`src/shared/tc_status_pkg.sv`:
```
// constants and carrier types for the timer channel status and irq block
// assumes a 32-bit classic wishbone slave on a single 125 MHz clock
// ---------------------------------------------------------------------
// ---------------------------------------------------------------------
package tc_status_pkg;

    // -----------------------------------------------------------------
    // register offsets (byte addresses)
    // -----------------------------------------------------------------
    localparam logic [7:0] OFS_STATUS     = 8'h00;
    localparam logic [7:0] OFS_IRQ_SET    = 8'h04;
    localparam logic [7:0] OFS_IRQ_CLEAR  = 8'h08;
    localparam logic [7:0] OFS_IRQ_MASK   = 8'h0C;

    // -----------------------------------------------------------------
    // field positions
    // -----------------------------------------------------------------
    localparam int BIT_OVERFLOW   = 0;
    localparam int BIT_OVERRUN    = 1;
    localparam int BIT_CMP_A      = 2;
    localparam int BIT_CMP_B      = 3;
    localparam int BIT_CMP_C      = 4;
    localparam int BIT_LOAD_A     = 5;
    localparam int BIT_LOAD_B     = 6;
    localparam int BIT_EXT_TRIG   = 7;
    localparam int BIT_CLOCK_ON   = 16;
    localparam int BIT_LINE_A     = 17;
    localparam int BIT_LINE_B     = 18;
    localparam int NUM_SOURCES    = 8;

    localparam logic [7:0]  FLAGS_RESET = 8'h00;
    localparam logic [7:0]  MASK_RESET  = 8'h00;
    localparam logic [31:0] READ_ZERO   = 32'h0000_0000;

    // events from the counter datapath, one-cycle pulses
    typedef struct packed {
        logic ext_trigger;
        logic load_b;
        logic load_a;
        logic cmp_c;
        logic cmp_b;
        logic cmp_a;
        logic overflow;
    } tc_events_t;

    // register reads that count as consuming a captured value
    typedef struct packed {
        logic reg_b_read;
        logic reg_a_read;
    } capture_reads_t;

    // pin side levels and driven levels of the two timer lines
    typedef struct packed {
        logic pin_b;
        logic pin_a;
        logic drive_b;
        logic drive_a;
    } line_levels_t;

endpackage : tc_status_pkg

```
`src/rtl/tc_overrun_track.sv`:
```
// tracks pending captured values of registers a and b for overrun
// assumes load and read pulses are on clk_i and one cycle wide
module tc_overrun_track
    import tc_status_pkg::*;
(
    input  wire logic           clk_i,
    input  wire logic           rst_i,
    input  wire logic           capture_mode_i,
    input  wire logic           load_a_i,
    input  wire logic           load_b_i,
    input  wire capture_reads_t reads_i,
    output logic                overrun_o
);

    logic pend_a_q;
    logic pend_b_q;
    logic pend_a_d;
    logic pend_b_d;
    wire  over_a = load_a_i & pend_a_q & ~reads_i.reg_a_read;
    wire  over_b = load_b_i & pend_b_q & ~reads_i.reg_b_read;

    // a load leaves the value pending; a read without a load consumes it
    assign pend_a_d = load_a_i | (pend_a_q & ~reads_i.reg_a_read);
    assign pend_b_d = load_b_i | (pend_b_q & ~reads_i.reg_b_read);
    assign overrun_o = capture_mode_i & (over_a | over_b);

    always_ff @(posedge clk_i) begin
        if (rst_i) begin
            pend_a_q <= 1'b0;
            pend_b_q <= 1'b0;
        end else begin
            pend_a_q <= pend_a_d;
            pend_b_q <= pend_b_d;
        end
    end

endmodule : tc_overrun_track

```
`src/rtl/tc_status_regs.sv`:
```
// status flags, interrupt mask and wishbone slave of one timer channel
// assumes events come from the counter datapath on clk_i; pins are async
module tc_status_regs
    import tc_status_pkg::*;
(
    input  wire logic           clk_i,
    input  wire logic           rst_i,
    // wishbone classic slave
    input  wire logic           wb_cyc_i,
    input  wire logic           wb_stb_i,
    input  wire logic           wb_we_i,
    input  wire logic [7:0]     wb_adr_i,
    input  wire logic [3:0]     wb_sel_i,
    input  wire logic [31:0]    wb_dat_i,
    output logic      [31:0]    wb_dat_o,
    output logic                wb_ack_o,
    // channel side
    input  wire logic           waveform_mode_i,
    input  wire logic           clock_enabled_i,
    input  wire tc_events_t     events_i,
    input  wire capture_reads_t reads_i,
    input  wire line_levels_t   lines_i,
    output logic                irq_o
);

    // -----------------------------------------------------------------
    // pin synchronisers
    // -----------------------------------------------------------------
    logic [1:0] pin_meta_q;
    logic [1:0] pin_sync_q;

    always_ff @(posedge clk_i) begin
        if (rst_i) begin
            pin_meta_q <= 2'b00;
            pin_sync_q <= 2'b00;
        end else begin
            pin_meta_q <= {lines_i.pin_b, lines_i.pin_a};
            pin_sync_q <= pin_meta_q;
        end
    end

    // -----------------------------------------------------------------
    // bus decode
    // -----------------------------------------------------------------
    logic        ack_q;
    logic [31:0] rdata_q;
    logic [7:0]  flags_q;
    logic [7:0]  flags_d;
    logic [7:0]  mask_q;
    logic [7:0]  mask_d;
    logic        irq_q;
    logic        overrun_evt;

    wire req_new    = wb_cyc_i & wb_stb_i & ~ack_q;
    wire wr_req     = req_new & wb_we_i;
    wire rd_req     = req_new & ~wb_we_i;
    wire lane0      = wb_sel_i[0];
    wire hit_status = (wb_adr_i == OFS_STATUS);
    wire hit_set    = (wb_adr_i == OFS_IRQ_SET);
    wire hit_clear  = (wb_adr_i == OFS_IRQ_CLEAR);
    wire hit_mask   = (wb_adr_i == OFS_IRQ_MASK);
    wire status_rd  = rd_req & hit_status;
    wire capture    = ~waveform_mode_i;

    wire [7:0] set_bits = (wr_req & hit_set & lane0) ? wb_dat_i[7:0]
                                                     : 8'h00;
    wire [7:0] clr_bits = (wr_req & hit_clear & lane0) ? wb_dat_i[7:0]
                                                       : 8'h00;

    // -----------------------------------------------------------------
    // event flags
    // -----------------------------------------------------------------
    tc_overrun_track u_overrun (
        .clk_i          (clk_i),
        .rst_i          (rst_i),
        .capture_mode_i (capture),
        .load_a_i       (events_i.load_a),
        .load_b_i       (events_i.load_b),
        .reads_i        (reads_i),
        .overrun_o      (overrun_evt)
    );

    wire [7:0] new_events;
    assign new_events[BIT_OVERFLOW] = events_i.overflow;
    assign new_events[BIT_OVERRUN]  = overrun_evt;
    assign new_events[BIT_CMP_A]    = events_i.cmp_a & waveform_mode_i;
    assign new_events[BIT_CMP_B]    = events_i.cmp_b & waveform_mode_i;
    assign new_events[BIT_CMP_C]    = events_i.cmp_c;
    assign new_events[BIT_LOAD_A]   = events_i.load_a & capture;
    assign new_events[BIT_LOAD_B]   = events_i.load_b & capture;
    assign new_events[BIT_EXT_TRIG] = events_i.ext_trigger;

    // read clears, but an event in the same cycle stays set
    assign flags_d = new_events | (status_rd ? 8'h00 : flags_q);

    // set wins over clear when both are written in one cycle
    assign mask_d = set_bits | (mask_q & ~clr_bits);

    // -----------------------------------------------------------------
    // read data
    // -----------------------------------------------------------------
    // capture-only flags read 0 in waveform mode and vice versa
    wire [7:0] mode_gate = waveform_mode_i
        ? ~(8'h01 << BIT_OVERRUN | 8'h01 << BIT_LOAD_A | 8'h01 << BIT_LOAD_B)
        : ~(8'h01 << BIT_CMP_A | 8'h01 << BIT_CMP_B);
    wire [7:0] flags_vis = flags_q & mode_gate;

    wire line_a = waveform_mode_i ? lines_i.drive_a : pin_sync_q[0];
    wire line_b = waveform_mode_i ? lines_i.drive_b : pin_sync_q[1];

    logic [31:0] status_word;
    always_comb begin
        status_word               = READ_ZERO;
        status_word[7:0]          = flags_vis;
        status_word[BIT_CLOCK_ON] = clock_enabled_i;
        status_word[BIT_LINE_A]   = line_a;
        status_word[BIT_LINE_B]   = line_b;
    end

    wire [31:0] mask_word = {24'h000000, mask_q};
    wire [31:0] rdata_d   = !rd_req    ? READ_ZERO :
                            hit_status ? status_word :
                            hit_mask   ? mask_word : READ_ZERO;

    // -----------------------------------------------------------------
    // registers
    // -----------------------------------------------------------------
    always_ff @(posedge clk_i) begin
        if (rst_i) begin
            ack_q   <= 1'b0;
            rdata_q <= READ_ZERO;
            flags_q <= FLAGS_RESET;
            mask_q  <= MASK_RESET;
            irq_q   <= 1'b0;
        end else begin
            ack_q   <= req_new;
            rdata_q <= rdata_d;
            flags_q <= flags_d;
            mask_q  <= mask_d;
            irq_q   <= |(flags_d & mode_gate & mask_d);
        end
    end

    assign wb_ack_o = ack_q;
    assign wb_dat_o = rdata_q;
    assign irq_o    = irq_q;

    // -----------------------------------------------------------------
    // checks
    // -----------------------------------------------------------------
    a_ack_one_cycle: assert property (
        @(posedge clk_i) disable iff (rst_i)
        wb_cyc_i && wb_stb_i && !wb_ack_o
        |=> wb_ack_o ##1 !wb_ack_o)
        else $error("ack not a single cycle answer");

    a_ack_no_request: assert property (
        @(posedge clk_i) disable iff (rst_i)
        !(wb_cyc_i && wb_stb_i)
        |=> !wb_ack_o)
        else $error("ack without a request");

    a_rdata_zero_idle: assert property (
        @(posedge clk_i) disable iff (rst_i)
        !rd_req
        |=> wb_dat_o == READ_ZERO)
        else $error("read data not zero outside a read answer");

    a_status_hi_zero: assert property (
        @(posedge clk_i) disable iff (rst_i)
        status_rd
        |=> wb_dat_o[31:19] == 13'h0000 && wb_dat_o[15:8] == 8'h00)
        else $error("unused status bits not zero");

    // -----------------------------------------------------------------
    // flag checks
    // -----------------------------------------------------------------
    a_trig_sets_flag: assert property (
        @(posedge clk_i) disable iff (rst_i)
        events_i.ext_trigger
        |=> flags_q[BIT_EXT_TRIG])
        else $error("external trigger flag not set");

    a_ovf_sets_flag: assert property (
        @(posedge clk_i) disable iff (rst_i)
        events_i.overflow
        |=> flags_q[BIT_OVERFLOW])
        else $error("overflow flag not set");

    a_load_b_capture: assert property (
        @(posedge clk_i) disable iff (rst_i)
        capture && events_i.load_b
        |=> flags_q[BIT_LOAD_B])
        else $error("load b flag not set in capture mode");

    a_load_b_hidden: assert property (
        @(posedge clk_i) disable iff (rst_i)
        status_rd && waveform_mode_i
        |=> !wb_dat_o[BIT_LOAD_B])
        else $error("load b flag visible in waveform mode");

    a_flags_sticky: assert property (
        @(posedge clk_i) disable iff (rst_i)
        !status_rd
        |=> (flags_q & $past(flags_q)) == $past(flags_q))
        else $error("flag lost without a status read");

    a_read_clears_flags: assert property (
        @(posedge clk_i) disable iff (rst_i)
        status_rd && new_events == 8'h00
        |=> flags_q == 8'h00)
        else $error("status read did not clear flags");

    a_overrun_capture: assert property (
        @(posedge clk_i) disable iff (rst_i)
        overrun_evt
        |=> flags_q[BIT_OVERRUN])
        else $error("overrun flag not set");

    // -----------------------------------------------------------------
    // mask checks
    // -----------------------------------------------------------------
    a_enable_write_sets: assert property (
        @(posedge clk_i) disable iff (rst_i)
        set_bits != 8'h00
        |=> (mask_q & $past(set_bits)) == $past(set_bits))
        else $error("enable write did not enable");

    a_disable_write_clr: assert property (
        @(posedge clk_i) disable iff (rst_i)
        set_bits == 8'h00 && clr_bits != 8'h00
        |=> (mask_q & $past(clr_bits)) == 8'h00)
        else $error("disable write did not disable");

    a_mask_stable_idle: assert property (
        @(posedge clk_i) disable iff (rst_i)
        set_bits == 8'h00 && clr_bits == 8'h00
        |=> $stable(mask_q))
        else $error("mask changed without a write");

    a_mask_read_word: assert property (
        @(posedge clk_i) disable iff (rst_i)
        rd_req && hit_mask
        |=> wb_dat_o == {24'h000000, $past(mask_q)})
        else $error("mask read does not match enabled sources");

    a_cmp_masks: assert property (
        @(posedge clk_i) disable iff (rst_i)
        set_bits[BIT_CMP_C:BIT_OVERRUN] != 4'h0
        |=> (mask_q[BIT_CMP_C:BIT_OVERRUN]
             | ~$past(set_bits[BIT_CMP_C:BIT_OVERRUN])) == 4'hF)
        else $error("overrun or compare enable lost");

    a_load_masks: assert property (
        @(posedge clk_i) disable iff (rst_i)
        set_bits[BIT_LOAD_B:BIT_LOAD_A] != 2'h0
        |=> (mask_q[BIT_LOAD_B:BIT_LOAD_A]
             | ~$past(set_bits[BIT_LOAD_B:BIT_LOAD_A])) == 2'h3)
        else $error("load enable lost");

    // -----------------------------------------------------------------
    // mirror and irq checks
    // -----------------------------------------------------------------
    a_clock_status_bit: assert property (
        @(posedge clk_i) disable iff (rst_i)
        status_rd
        |=> wb_dat_o[BIT_CLOCK_ON] == $past(clock_enabled_i))
        else $error("clock status bit wrong");

    a_line_a_wave: assert property (
        @(posedge clk_i) disable iff (rst_i)
        status_rd && waveform_mode_i
        |=> wb_dat_o[BIT_LINE_A] == $past(lines_i.drive_a))
        else $error("line a mirror wrong in waveform mode");

    a_line_a_capture: assert property (
        @(posedge clk_i) disable iff (rst_i)
        status_rd && capture
        |=> wb_dat_o[BIT_LINE_A] == $past(pin_sync_q[0]))
        else $error("line a mirror wrong in capture mode");

    a_line_b_wave: assert property (
        @(posedge clk_i) disable iff (rst_i)
        status_rd && waveform_mode_i
        |=> wb_dat_o[BIT_LINE_B] == $past(lines_i.drive_b))
        else $error("line b mirror wrong in waveform mode");

    a_line_b_capture: assert property (
        @(posedge clk_i) disable iff (rst_i)
        status_rd && capture
        |=> wb_dat_o[BIT_LINE_B] == $past(pin_sync_q[1]))
        else $error("line b mirror wrong in capture mode");

    a_irq_follows_flags: assert property (
        @(posedge clk_i) disable iff (rst_i)
        ##1 irq_o == |(flags_q & mode_gate & mask_q) || !$stable(mode_gate))
        else $error("irq does not follow enabled flags");

    a_irq_set_event: assert property (
        @(posedge clk_i) disable iff (rst_i)
        events_i.ext_trigger && mask_d[BIT_EXT_TRIG]
        |=> irq_o)
        else $error("enabled trigger did not raise irq");

    a_irq_no_mask: assert property (
        @(posedge clk_i) disable iff (rst_i)
        mask_d == 8'h00
        |=> !irq_o)
        else $error("irq raised with all sources disabled");

endmodule : tc_status_regs

```
`config.mk`:
```
export PLATFORM = sky130hd
export DESIGN_NAME = tc_status_regs
export DESIGN_NICKNAME = d
export VERILOG_FILES = /design/src/shared/tc_status_pkg.sv /design/src/rtl/tc_overrun_track.sv /design/src/rtl/tc_status_regs.sv
export SDC_FILE = /design/constraint.sdc
export NUM_CORES = 1
export LEC_CHECK = 0
export ABC_AREA = 0
export BUFFER_PORTS_ARGS = -buffer_cell sky130_fd_sc_hd__buf_2
export CORE_UTILIZATION = 35
export CTS_CLUSTER_DIAMETER = 30
export CTS_CLUSTER_SIZE = 16
export DETAILED_ROUTE_END_ITERATION = 6
export PLACE_DENSITY = 0.66
export SLEW_MARGIN = 15
export SYNTH_ARGS = -nofsm -noshare
export SYNTH_HDL_FRONTEND = slang
export SYNTH_SLANG_ARGS = --single-unit
```
`constraint.sdc`:
```
create_clock -name clk_i -period 3.33 [get_ports clk_i]
set_clock_uncertainty 0.2 [all_clocks]
set_input_delay 0.333 -clock clk_i [delete_from_list [all_inputs] [get_ports clk_i]]
set_output_delay 0.333 -clock clk_i [all_outputs]
set_load 0.02 [all_outputs]
```
* Word-level counts from Yosys, hierarchy flattened
Cells that the tools add are included.
** Word-level totals
- Flip-flop bits (word level) :: 56
- Bits of input ports :: 64
- Output and inout port bits :: 34
- Logic and storage cells :: 61
** Cells by class
- Equality and inequality tests :: 3
- Mux-type cells :: 8
- Bitwise logic cells :: 36
- Reduce and logical (&&, ||, !) cells :: 4
** Operators by type and width (count)
- $and 8x8->8 :: 4
- $mux 8 :: 4
- $and 1x1->1 :: 20
- $mux 19 :: 1
- $eq 8x4->1 const B :: 2
- $or 8x8->8 :: 2
- $eq 8x3->1 const B :: 1
- $logic_not 8->1 :: 1
- $not 8->8 :: 1
- $reduce_or 8->1 :: 1
- $mux 7 :: 1
- $not 1->1 :: 6
- $or 1x1->1 :: 3
- $reduce_or 3->1 :: 1
- $mux 1 :: 2
- $reduce_or 2->1 :: 1

* Logic depth before layout (Yosys ltp)
- Depth in word-level cells :: 11
- Gate-level depth with buffers :: 7
- Gate-level depth less buffers :: 5

* Modules after synthesis
A second synthesis with hierarchy kept.
** Unflattened totals
- Cells, all modules :: 181
- Area, all modules :: 1645.3 sq um
** By module, submodules not included
- tc_status_regs :: times used 1, cells each 170, area each 1561.5 sq um, seq. area each 660.6 sq um
- tc_overrun_track :: times used 1, cells each 11, area each 83.8 sq um, seq. area each 40.0 sq um

* Least setup slack after synthesis
OpenSTA, ideal clock, no wires.
- Kind :: in2reg
- Start point :: input wb_adr_i[1]
- End point :: register irq_q (netlist: irq_o)
- Setup time :: 0.137 ns
- Arrival time :: 2.041 ns
- Required time :: 2.993 ns
- Path slack :: 0.952 ns
- Stages :: 7
- Buffers on the path :: 2
- Path through :: or4_1 -> buf_2 -> or4_4 -> buf_6 -> a21o_1 -> a22oi_2 -> a41oi_2
** On the way
- Cells in the longest elaborated chain, start to end :: 9
- Elaborated cells on any way between the ends :: 18
- Classes of those cells :: 2 x eq/ne; 3 x mux; 11 x bitwise; 2 x reduce/logical
** Ends and longest elaborated chain
- start: declaration :: RTL line tc_status_regs.sv:12 : input wire logic [7:0] wb_adr_i,
- $eq 8x4->1 :: RTL line tc_status_regs.sv:60 : wire hit_clear = (wb_adr_i == OFS_IRQ_CLEAR);
- $and 1x1->1 (2 in series) :: RTL line tc_status_regs.sv:67 : wire [7:0] clr_bits = (wr_req & hit_clear & lane0) ? wb_dat_i[7:0]
- $mux 8 :: RTL line tc_status_regs.sv:67
- $not 8->8 :: RTL line tc_status_regs.sv:97 : assign mask_d = set_bits | (mask_q & ~clr_bits);
- $and 8x8->8 :: RTL line tc_status_regs.sv:97
- $or 8x8->8 :: RTL line tc_status_regs.sv:97
- $and 8x8->8 (*) :: RTL line tc_status_regs.sv:140 : irq_q <= |(flags_d & mode_gate & mask_d);
- $reduce_or 8->1 (*) :: RTL line tc_status_regs.sv:140
- end signal: assignment :: RTL line tc_status_regs.sv:140
- end: declaration :: RTL line tc_status_regs.sv:51 : logic irq_q;
Mark *: on every way between the ends. The rest lies on a longest branch, timed or not.
A chain may end at the register's enable or synchronous reset.

* Final worst setup path
Same ends and word-level chain as after synthesis.

==> metrics.md <==
| Metric | Value |
|---|---|
| Status | finished with violations |
| Failing checks | DRC |
| Crit path max fanout | 14 |
| Final Power | 909 uW |
| Multi-input gate area | 811 um^2 |
| Synth Cell Area | 1680 um^2 |
| FF-to-FF path depth | 5 |
| Adder-cell share of the synthesized area | 0% |
| Hold Crit Class | input port to flip-flop |
| CTS sink cnt | 35 |
| H-Tree Depth | 2 |
| Largest cells by area after synthesis | dfxtp_1 42%, buf_4 9.4%, mux2i_1 6.0% |
| FILL cells | 452 |
| # diodes | 0 |
| Synth Area in Compound Gates | 17.1% |
| Worst-Skew Late Latency | 0.29 ns |
| Initial drt markers | 82 |
| Most common cell after layout, fill and taps aside | buf_2 |
| Routed vias/inst | 4.90 |
| Switching part of the total | 24.7% |
| Post-CTS setup buffer count | 0 |
| Final count of negative-setup-slack endpoints | 0 |
| RSZ-0062 raised after global routing | no |
| Via count | 1412 |
| DRC viols | 5 |
| Clk network pwr share | 41.7% |
| Critical path capture point type | flip-flop |
| Worst setup SP type | input port |
| GRT met2 Usage | 23.8% |
| Register bit total from synthesis | 35 |
| Worst Path Required | 3.28 ns |
| Routability cong. | 0.801 |
| Syn Inst Count | 193 |
| Antenna violations before repair | 0 |
| Logic pwr share | 10.4% |
| Setup TNS Final | 0 ns |
| Non-Filler Instances | 288 |
| Synth warn | 0 |
| GRT overflow | 0 |
| Int Pwr | 684 uW |
| Xor-xnor portion of the synthesized cell area | 0% |
| Crit path DAT | 2.39 ns |
| Hold Crit Depth | 2 |
| Num CTS Buffers | 5 |
| Sequential-to-total area share from yosys stat | 41.8% |
| Cell area after placement | 1850 um^2 |
| Final standard cell area without fillers | 1960 um^2 |
| Tot GR Track Use | 14.8% |
| Synth Area per Inst | 8.68 um^2 |
| Die W | 71.2 um |
| Synth unique cells | 34 |
| Grt met3 use | 4.56% |
| Drt total wl | 3600 um |
| Clock tree buffer depth | 2 |
| Simple-gate share of the synthesized area | 20.6% |
| Detailed Place HPWL | 2660 um |
| Reg power frac | 47.9% |
| GRT met1 Usage | 18.7% |
| Clock Tree Root | clkbuf_8 |
| Post-CTS Hold Fix Bufs | 0 |
| Num rows | 24 |
| Pin count of the biggest net entering global routing | 27 |
| Post-route ant nets | 0 |
| Main combinational cell family by area after synthesis | simple AND/OR/NAND/NOR gates |
| LEAKAGE | 0.858 nW |
| Final worst path period need | 2.44 ns |
| Worst path max stage delay | 0.76 ns |
| Core ar. | 4470 um^2 |
| Routed len/inst | 12.5 um |
| Crit-path cells | buf_2, or4_1, or4_4, a31oi_1, o32a_1, a41oi_2 |
| PostCTS Resize Cnt | 0 |
| PD cells | 464 nW/um^2 |
| Setup slack, reg-to-reg | 1.03 ns |
| Final hold vios | 0 |
| Slew HR | 60.2% |
| Vias in the first global route | 1240 |
| Most frequent cells in the layout | 49 x buf_2, 35 x dfxtp_1, 25 x nor2_1 |
| Period utilisation layout | 73.2% |
| Slew Viols, Final | 0 |
| First-pass GRT wire length | 5670 um |
| PortBufs | 49 |
| Starting Density | 37.4% |
| Die area | 5070 um^2 |
| Max Cap Viol | 0 |
| Layout overhead on the synthesized area | 17.0% |
| Critical path class | input port to flip-flop |
| FF+latch area | 701 um^2 |
| Slew at the pin with the worst max-slew slack | 0.597 ns |
| GRT Max-Usage Layer | met2 |
| Post-synth top area share | 41.8% |
| Share of post-route cells with drive strength above 1 | 26.3% |
| CTS tree | yes |
| Slowest CP cell | or4_1 |
| Number of I/O pins | 98 |
| Hold slack final | 0.0492 ns |
| Mux cell area share after synthesis | 5.97% |
| Switching power | 225 uW |
| Nets | 299 |
| Drt first pass iters | 7 |
| Clk slew on worst S/H paths | 0.07 ns |
| Max VDD drop | 0.000254 V |
| Leading area contributor after synthesis | dfxtp_1 |
| Die height | 71.2 um |
| Placed insts | 280 |
| FMAX | 0.410 GHz |
==> worst max-delay path, delay by kind of cell <==
| family | cells | cell delay, ns |
|---|---|---|
| buffers and inverters | 1 | 0.09 |
| AND/OR/NAND/NOR | 2 | 1.44 |
| AO/OA/AOI/OAI | 3 | 0.52 |
==> metal layers <==
metal	part of all wire [%]	vias to the layer above
met2	48	51
met1	43	635
met5	0	-
li1	-	721
met4	1.2	0
met3	7.4	5
==> stage by stage <==
| step | worst slack, ns | utilization, % |
|---|---|---|
| finish | 0.894 | 43.8 |
| global route | 0.819 | 43.8 |
| CTS | 0.905 | 43.8 |
| detailed placement | 0.595 | 41.3 |
| global placement | 0.582 | 41.3 |
| floorplan | 0.952 | - |
==> cell families after synthesis <==
group | Yosys count
simple gates | 68
buf+inv | 40
compound gates | 39
flops | 35
mux | 10
other cells | 1
==> state kept, by name (all words and copies together) (netlist names) <==
name / flops
u_overrun.pend_b_q: 1
flags_q: 8
pin_sync_q: 2
wb_dat_o: 11
irq_o: 1
pin_meta_q: 2
wb_ack_o: 1
u_overrun.pend_a_q: 1
mask_q: 8
==> power groups by stage <==
stage               Combinational (mW)  Clock (mW)  Sequential, mW
global placement                0.0934           0           0.444
floorplan                       0.0826           0           0.443
finish                          0.0948       0.379           0.435
detailed placement              0.0943           0           0.445
global route                     0.105       0.407           0.436
CTS                             0.0948       0.389           0.435
==> Yosys cell counts (all sizes together) <==
master,number
o22a,1
o21a,1
or2,1
a21o,7
nand2b,1
o41a,2
clkbuf,10
inv,5
a41oi,1
a32oi,2
nand3,8
nor4,8
conb,1
buf,25
a22oi,8
or3,1
o21ai,1
o32a,2
nand2,6
a31oi,1
nor2,25
nor3,3
a21oi,13
nand3b,3
mux2i,10
or4,3
nor2b,8
dfxtp,35
and3,1
==> final cells by class <==
type / instances / share of cell area (%)
Multi-Input combinational cell: 138 / 41.4
Sequential cell: 35 / 35.7
Timing Repair Buffer: 50 / 12.9
Clock buffer: 5 / 3.51
Tap cell: 52 / 3.32
Clock inverter: 3 / 2.23
Inverter: 5 / 0.957
==> worst paths after layout <==
| check | start | endpoint |
|---|---|---|
| hold reg to reg | pin_meta_q[1]$_SDFF_PP0_ | pin_sync_q[1]$_SDFF_PP0_ |
| setup reg to reg | wb_ack_o$_SDFF_PP0_ | irq_o$_SDFF_PP0_ |
| hold / removal | lines_i[2] | pin_meta_q[0]$_SDFF_PP0_ |
| setup / recovery | wb_adr_i[1] | irq_o$_SDFF_PP0_ |
No activity file was read; power rests on OpenSTA's default activity.
